--- src/design/ebs_pkg.sv ---
// Package for the external bus cycle sequencer and I/O strobe block.
// Assumes a single clock domain and a core that issues one request at a time.
package ebs_pkg;

  // ****************************************************************
  // Widths and address slicing
  // ****************************************************************
  localparam int ADDR_W       = 20;
  localparam int IO_ADDR_W    = 16;
  localparam int DATA_W       = 8;
  localparam int NUM_STROBES  = 8;
  localparam int NUM_CS       = 3;
  localparam int SLICE_MSB    = 15;
  localparam int SLICE_LSB    = 13;

  // ****************************************************************
  // Strobe modes, two bits per strobe
  // ****************************************************************
  typedef enum logic [1:0] {
    EBS_STB_CS = 2'h0,
    EBS_STB_RD = 2'h1,
    EBS_STB_WR = 2'h2,
    EBS_STB_RW = 2'h3
  } ebs_stb_mode_e;

  // ****************************************************************
  // Bus cycle states
  // ****************************************************************
  typedef enum logic [1:0] {
    EBS_IDLE  = 2'h0,
    EBS_SPEC  = 2'h1,
    EBS_ADDR  = 2'h2,
    EBS_STRB  = 2'h3
  } ebs_state_e;

  // Request from the core
  typedef struct packed {
    logic                  is_io;
    logic                  write;
    logic [ADDR_W-1:0]     addr;
    logic [NUM_CS-1:0]     cs_sel;
    logic [DATA_W-1:0]     wdata;
  } ebs_req_s;

  // Pins toward the external bus
  typedef struct packed {
    logic [ADDR_W-1:0]     addr;
    logic [NUM_CS-1:0]     cs_n;
    logic                  oe_n;
    logic                  we_n;
    logic [DATA_W-1:0]     dout;
    logic                  dout_en;
  } ebs_bus_s;

  localparam logic [NUM_CS-1:0] CS_IDLE  = 3'h7;
  localparam logic [ADDR_W-1:0] ADDR_RST = 20'h00000;
  localparam logic [DATA_W-1:0] DATA_RST = 8'h00;

endpackage : ebs_pkg

--- src/design/ebs_bus_cycle.sv ---
// External bus cycle sequencer with eight programmable I/O strobes.
// Assumes the core holds its request stable while req_valid_i is high and
// that the port pin configuration comes from the core's own registers.
//
// How it works
// RL1 - Memory and I/O cycles run through the very same state sequence.
// RL2 - The first clock of a cycle drives the address and the chip select.
// RL3 - A read asserts output enable one clock after address and select.
// RL4 - A write drives data and write enable one clock after address.
// RL5 - A cycle may open with a one-clock speculative fetch address.
// RL6 - After that clock the final address and select are driven.
// RL7 - Enables wait a full clock after the final address and select.
// RL8 - The speculative fetch is dropped when a data cycle is needed.
// RL9 - External logic must not clock on select or address edges.
// RL10 - Each strobe decodes its own 8K slice of the I/O space.
// RL11 - Each strobe is a chip select, read, write or read/write strobe.
// RL12 - Each port pin selects between parallel data and its strobe.
// RL13 - A strobe fires only on I/O cycles within its slice.
// RL14 - A strobe reaches its pin only if the pin direction is output.
// RL15 - Read or write strobes follow the enables, select type the select.
`timescale 1ns/1ns

module ebs_bus_cycle
#(
  parameter int NUM_STROBES = ebs_pkg::NUM_STROBES
)
(
  input  wire logic                        clk_i,
  input  wire logic                        sys_rst_i,
  input  wire logic                        req_valid_i,
  input  wire ebs_pkg::ebs_req_s           req_i,
  input  wire logic                        spec_valid_i,
  input  wire logic [ebs_pkg::ADDR_W-1:0]  spec_addr_i,
  input  wire logic [ebs_pkg::NUM_CS-1:0]  spec_cs_sel_i,
  input  wire logic [ebs_pkg::DATA_W-1:0]  bus_din_i,
  input  wire logic [2*NUM_STROBES-1:0]    stb_mode_i,
  input  wire logic [NUM_STROBES-1:0]      port_sel_i,
  input  wire logic [NUM_STROBES-1:0]      port_dir_i,
  input  wire logic [NUM_STROBES-1:0]      port_data_i,
  output logic                             req_ready_o,
  output logic                             rd_valid_o,
  output logic [ebs_pkg::DATA_W-1:0]       rd_data_o,
  output ebs_pkg::ebs_bus_s                bus_o,
  output logic [NUM_STROBES-1:0]           strobe_capable_port_pins_o,
  output logic [NUM_STROBES-1:0]           strobe_capable_port_pins_oe_o
);

  // ****************************************************************
  // Cycle state
  // ****************************************************************
  ebs_pkg::ebs_state_e             state_reg;
  ebs_pkg::ebs_state_e             state_next;
  ebs_pkg::ebs_req_s               cur_reg;
  logic [NUM_STROBES-1:0]          pin_next;
  logic [NUM_STROBES-1:0]          stb_act;
  logic [ebs_pkg::NUM_CS-1:0]      cs_dec;

  // Low-active select: the bitwise inverse of the select bits, with no index decode
  function automatic logic [ebs_pkg::NUM_CS-1:0] cs_of
  (
    input logic [ebs_pkg::NUM_CS-1:0] sel
  );
    cs_of = ~sel;
  endfunction : cs_of

  assign cs_dec = cs_of(req_i.cs_sel);

  // Next state; memory and I/O share one path
  always_comb
  begin
    state_next = state_reg;
    // RL1 same sequence
    case (state_reg)
      ebs_pkg::EBS_IDLE:
      begin
        // RL5 speculative first clock
        if (spec_valid_i)
          state_next = ebs_pkg::EBS_SPEC;
        else if (req_valid_i)
          state_next = ebs_pkg::EBS_ADDR;
      end
      ebs_pkg::EBS_SPEC:
      begin
        // RL8 abandon fetch when data needed
        if (req_valid_i)
          state_next = ebs_pkg::EBS_ADDR;
        else
          state_next = ebs_pkg::EBS_IDLE;
      end
      // RL7 full clock before enables
      ebs_pkg::EBS_ADDR: state_next = ebs_pkg::EBS_STRB;
      ebs_pkg::EBS_STRB: state_next = ebs_pkg::EBS_IDLE;
      default:           state_next = ebs_pkg::EBS_IDLE;
    endcase
  end

  always_ff @(posedge clk_i)
  begin
    if (sys_rst_i)
      state_reg <= ebs_pkg::EBS_IDLE;
    else
      state_reg <= state_next;
  end

  // Latch the real request when its address phase begins
  always_ff @(posedge clk_i)
  begin
    if (sys_rst_i)
      cur_reg <= '0;
    else if (state_next == ebs_pkg::EBS_ADDR)
      cur_reg <= req_i;
  end

  // Request accepted on entry to the address phase
  always_ff @(posedge clk_i)
  begin
    if (sys_rst_i)
      req_ready_o <= 1'b0;
    else
      req_ready_o <= (state_next == ebs_pkg::EBS_ADDR) && req_valid_i &&
                     !req_ready_o;
  end

  // ****************************************************************
  // Bus pins
  // ****************************************************************
  // Address and select change only at phase entry, so glitches stay
  // confined to the one speculative clock.
  always_ff @(posedge clk_i)
  begin
    if (sys_rst_i)
    begin
      bus_o.addr    <= ebs_pkg::ADDR_RST;
      bus_o.cs_n    <= ebs_pkg::CS_IDLE;
      bus_o.oe_n    <= 1'b1;
      bus_o.we_n    <= 1'b1;
      bus_o.dout    <= ebs_pkg::DATA_RST;
      bus_o.dout_en <= 1'b0;
    end
    else
    begin
      bus_o.oe_n    <= 1'b1;
      bus_o.we_n    <= 1'b1;
      bus_o.dout_en <= 1'b0;
      case (state_next)
        ebs_pkg::EBS_SPEC:
        begin
          // RL5 fetch address for one clock
          bus_o.addr <= spec_addr_i;
          bus_o.cs_n <= cs_of(spec_cs_sel_i);
        end
        ebs_pkg::EBS_ADDR:
        begin
          // RL2 address and select first
          // RL6 switch to final target
          bus_o.addr <= req_i.addr;
          bus_o.cs_n <= req_i.is_io ? ebs_pkg::CS_IDLE : cs_dec;
        end
        ebs_pkg::EBS_STRB:
        begin
          // RL3 read enable one clock later
          bus_o.oe_n    <= cur_reg.write;
          // RL4 write data and enable
          bus_o.we_n    <= !cur_reg.write;
          bus_o.dout    <= cur_reg.wdata;
          bus_o.dout_en <= cur_reg.write;
        end
        default:
          bus_o.cs_n <= ebs_pkg::CS_IDLE;
      endcase
    end
  end

  // Read data captured at the end of the enable clock
  always_ff @(posedge clk_i)
  begin
    if (sys_rst_i)
    begin
      rd_valid_o <= 1'b0;
      rd_data_o  <= ebs_pkg::DATA_RST;
    end
    else
    begin
      rd_valid_o <= (state_reg == ebs_pkg::EBS_STRB) && !cur_reg.write;
      if ((state_reg == ebs_pkg::EBS_STRB) && !cur_reg.write)
        rd_data_o <= bus_din_i;
    end
  end

  // ****************************************************************
  // I/O strobes
  // ****************************************************************
  // Strobes are computed from the next state so the pin flop lines up
  // with the select and enable pins cycle for cycle.
  for (genvar g = 0; g < NUM_STROBES; g++)
  begin : g_stb
    logic hit;
    logic in_addr;
    logic in_strb;
    ebs_pkg::ebs_stb_mode_e mode;

    assign mode = ebs_pkg::ebs_stb_mode_e'(stb_mode_i[2*g +: 2]);
    // RL10 one 8K slice each
    // RL13 only I/O cycles in slice
    assign in_addr = (state_next == ebs_pkg::EBS_ADDR) && req_i.is_io &&
      (req_i.addr[ebs_pkg::SLICE_MSB:ebs_pkg::SLICE_LSB] == 3'(g));
    assign in_strb = (state_next == ebs_pkg::EBS_STRB) && cur_reg.is_io &&
      (cur_reg.addr[ebs_pkg::SLICE_MSB:ebs_pkg::SLICE_LSB] == 3'(g));

    // RL11 per-strobe mode
    // RL15 timing follows select or enables
    always_comb
    begin
      case (mode)
        ebs_pkg::EBS_STB_CS: hit = in_addr || in_strb;
        ebs_pkg::EBS_STB_RD: hit = in_strb && !cur_reg.write;
        ebs_pkg::EBS_STB_WR: hit = in_strb && cur_reg.write;
        ebs_pkg::EBS_STB_RW: hit = in_strb;
        default:             hit = 1'b0;
      endcase
    end

    assign stb_act[g] = hit;
    // RL12 parallel or strobe per pin
    assign pin_next[g] = port_sel_i[g] ? !stb_act[g] : port_data_i[g];
  end

  // Pin drivers; strobes are low active
  always_ff @(posedge clk_i)
  begin
    if (sys_rst_i)
    begin
      strobe_capable_port_pins_o    <= '1;
      strobe_capable_port_pins_oe_o <= '0;
    end
    else
    begin
      strobe_capable_port_pins_o    <= pin_next;
      // RL14 strobe needs output direction
      strobe_capable_port_pins_oe_o <= port_dir_i;
    end
  end

endmodule : ebs_bus_cycle

--- config.mk ---
export PLATFORM = sky130hd
export DESIGN_NAME = ebs_bus_cycle
export DESIGN_NICKNAME = d
export VERILOG_FILES = /design/src/design/ebs_pkg.sv /design/src/design/ebs_bus_cycle.sv
export SDC_FILE = /design/constraint.sdc
export NUM_CORES = 1
export LEC_CHECK = 0
export BUFFER_PORTS_ARGS = -buffer_cell sky130_fd_sc_hd__buf_2
export CAP_MARGIN = 20
export CORE_MARGIN = 5
export CORE_UTILIZATION = 40
export DETAILED_ROUTE_END_ITERATION = 10
export HOLD_SLACK_MARGIN = 0.05
export PLACE_DENSITY = 0.69
export SLEW_MARGIN = 20
export SYNTH_ARGS = -nofsm -noshare
export SYNTH_HDL_FRONTEND = slang
export SYNTH_SLANG_ARGS = --single-unit
--- constraint.sdc ---
create_clock -name clk_i -period 3.84 [get_ports clk_i]
set_input_delay 0.768 -clock clk_i [delete_from_list [all_inputs] [get_ports clk_i]]
set_output_delay 0.768 -clock clk_i [all_outputs]
set_load 0.1 [all_outputs]
==> results.toml <==
[global_routing]
grt_max_degree = 50
grt_pass1_vias = 3262
grt_overflow = 0
antenna_found_initial = 0
grt_pass1_wl_um = 15000
grt_usage = 0.164
grt_busiest_layer = "met2"
grt_util_met2 = 0.274
use_met3 = 0.0771
grt_use_met1 = 0.193

[clocking]
cts_sinks = 75
htree_levels = 3
clk_path_buf_depth = 2
postCtsSetupRepairBufs = 0
cts_root_buf = "clkbuf_8"
cts.clk_slew.worst_paths_ns = 0.08
ctsHoldBuffers = 0
clk_latency_ns = 0.34
cts_inserted_buffers = 9
cts_tree = "yes"
cts_resized = 0

[placement]
placedCellCount = 629
gp_congestion = 0.776
io_buffer_count = 167
dp_hpwl_um = 6870

[worst_setup_path]
r2r_cells = 7
rr_startpoint = "state_reg[0]"
r2r-end = "bus_o[16]"
rrSetupSlack_ns = 1.57
end_kind = "register"
critPathMaxFanout = 20
cp.required_ns = 4.02
critPathArrivalTime_ns = 2.60
path_class = "in -> reg"
worstSetupStartpointType = "input port"

[detailed_routing]
vias_per_cell = 4.91
antenna_left = 0
drt_iter0_markers = 89
routed_wl_um = 8990
drc = 0
wire_per_inst_um = 13.9
first_pass_iters = 4
vias = 3169

[floorplan]
die_h_um = 104
rows = 34
boundaryPins = 168
core_um2 = 8640
chipWidth_um = 104
die-area_um2 = 10700
initial_core_util = 0.406

[timing]
maxSlewViolCount = 0
finClkSkew_ns = 0.0111
fin_tns_setup_ns = 0
rsz0062_at_grt = "no"
hold_viol_final = 0
fin_crit_sh = 0.630
max-slew-margin-rel = 0.420
fin_crit_ns = 2.42
tightest_slew_ns = 0.870
setup_viol = 0
fin_hold_ws_ns = 0.419
fmax_mhz = 414

[logic_synthesis]
synth_commonest_cells = "dfxtp_1, nor2_1, mux2i_1, ha_1, inv_1"
yosys.area.top_type = "dfxtp_1"
synth_area_leaders = "dfxtp_1, mux2i_1, ha_1"
syn_inst = 370
synth_flop_cell = "dfxtp_1"
synth_nets = 505
synth_top_area_frac = 0.429
synth.cell_area_um2 = 3500
ys_async_sr_fraction = 0
synth-seq-area-share = 0.429
yosys_warnings = 0
syn_area_per_cell_um2 = 9.47
ys_types = 34
synth_seq_cells = 75
synth_edf_count = 0
synth_most_common_cell = "dfxtp_1"

[layout]
instances_no_fill = 645
nets = 667
syn_to_final_growth_pct = 30.7
largest_reg_flops = 34
antenna_cells = 0
final_layout_size_suffix_gt1_frac = 0.358
fillers = 821

[hold_path]
min_to = "req_ready_o"
hp-start = "req_ready_o"
min_path_cells = 1
worstHoldPathType = "reg -> reg"

[run_status]
outcome = "finished clean"

[power_and_ir_drop]
power_density_nw_per_um2 = 503
ir_drop_uv = 287
power.leakage_nw = 2.24

[job]
maxCapViolCount = 0
routing by layer:
metal  up-vias  routed length [um]
met5         -                   0
met4         0                 103
met3        10                 867
met2       113                4230
met1      1461                3790
li1       1585                   -
final cells by class:
type	count	area, um^2	share of cell area
multi-input cells	253	1790	0.391
flip-flops and latches	75	1500	0.328
repair buffers	171	866	0.189
well taps	108	135	0.0295
clock buffers	9	124	0.0271
inverters	22	82.6	0.0180
clock inverters	7	80.1	0.0175
worst max-delay path, cell delays in order:
cell and delay, ns:
buf_2 0.10, inv_1 0.04, o21ai_0 0.06, mux2_2 0.29
inv_1 0.08, ha_2 0.52, buf_4 0.42, mux2i_1 0.23
a211oi_1 0.09
how the worst max path moves through the flow:
stage | cells past startpoint | start | to
finish | 9 | spec_valid_i | bus_o[16]
global route | 9 | spec_valid_i | bus_o[16]
CTS | 9 | spec_valid_i | bus_o[16]
detailed placement | 9 | spec_valid_i | bus_o[18]
global placement | 9 | spec_valid_i | bus_o[33]
floorplan | 10 | spec_valid_i | strobe_capable_port_pins_o[5]
through the flow:
stage | total power [mW] | utilization | area (um^2) | worst slack, ns
2_1_floorplan | 1.54 | - | 3500 | 1.71
3_3_place_gp | 1.68 | 0.507 | 4370 | 1.10
3_5_place_dp | 1.70 | 0.507 | 4370 | 1.02
4_1_cts | 2.33 | 0.530 | 4580 | 1.40
5_1_grt | 2.43 | 0.530 | 4580 | 1.25
6_report | 2.30 | 0.530 | 4580 | 1.42
layout by cell type, fill, tap and decap left out, drive strengths merged, types with 3 or more instances in the layout:
| cell | n |
|---|---|
| xnor2 | 8 |
| nand2b | 13 |
| nand3b | 3 |
| ha | 27 |
| clkbuf | 9 |
| dfxtp | 75 |
| nor2b | 9 |
| a211oi | 19 |
| mux2i | 46 |
| o22a | 3 |
| nor2 | 61 |
| buf | 171 |
| o22ai | 3 |
| a31oi | 8 |
| nand3 | 15 |
| inv | 26 |
| nand2 | 19 |
| o221ai | 6 |
logic make-up after synthesis:
group	synth area share
compound gates	0.0946
flops	0.429
mux	0.135
xor+xnor	0.0200
buf+inv	0.0614
simple gates	0.164
fa+ha+maj	0.0964
power by group:
part | switching, mW | internal (mW) | total [mW]
sequential | 0.0363 | 0.846 | 0.882
combinational | 0.605 | 0.187 | 0.792
clock | 0.319 | 0.309 | 0.629
Note: power is estimated with default switching activity, not from simulation.
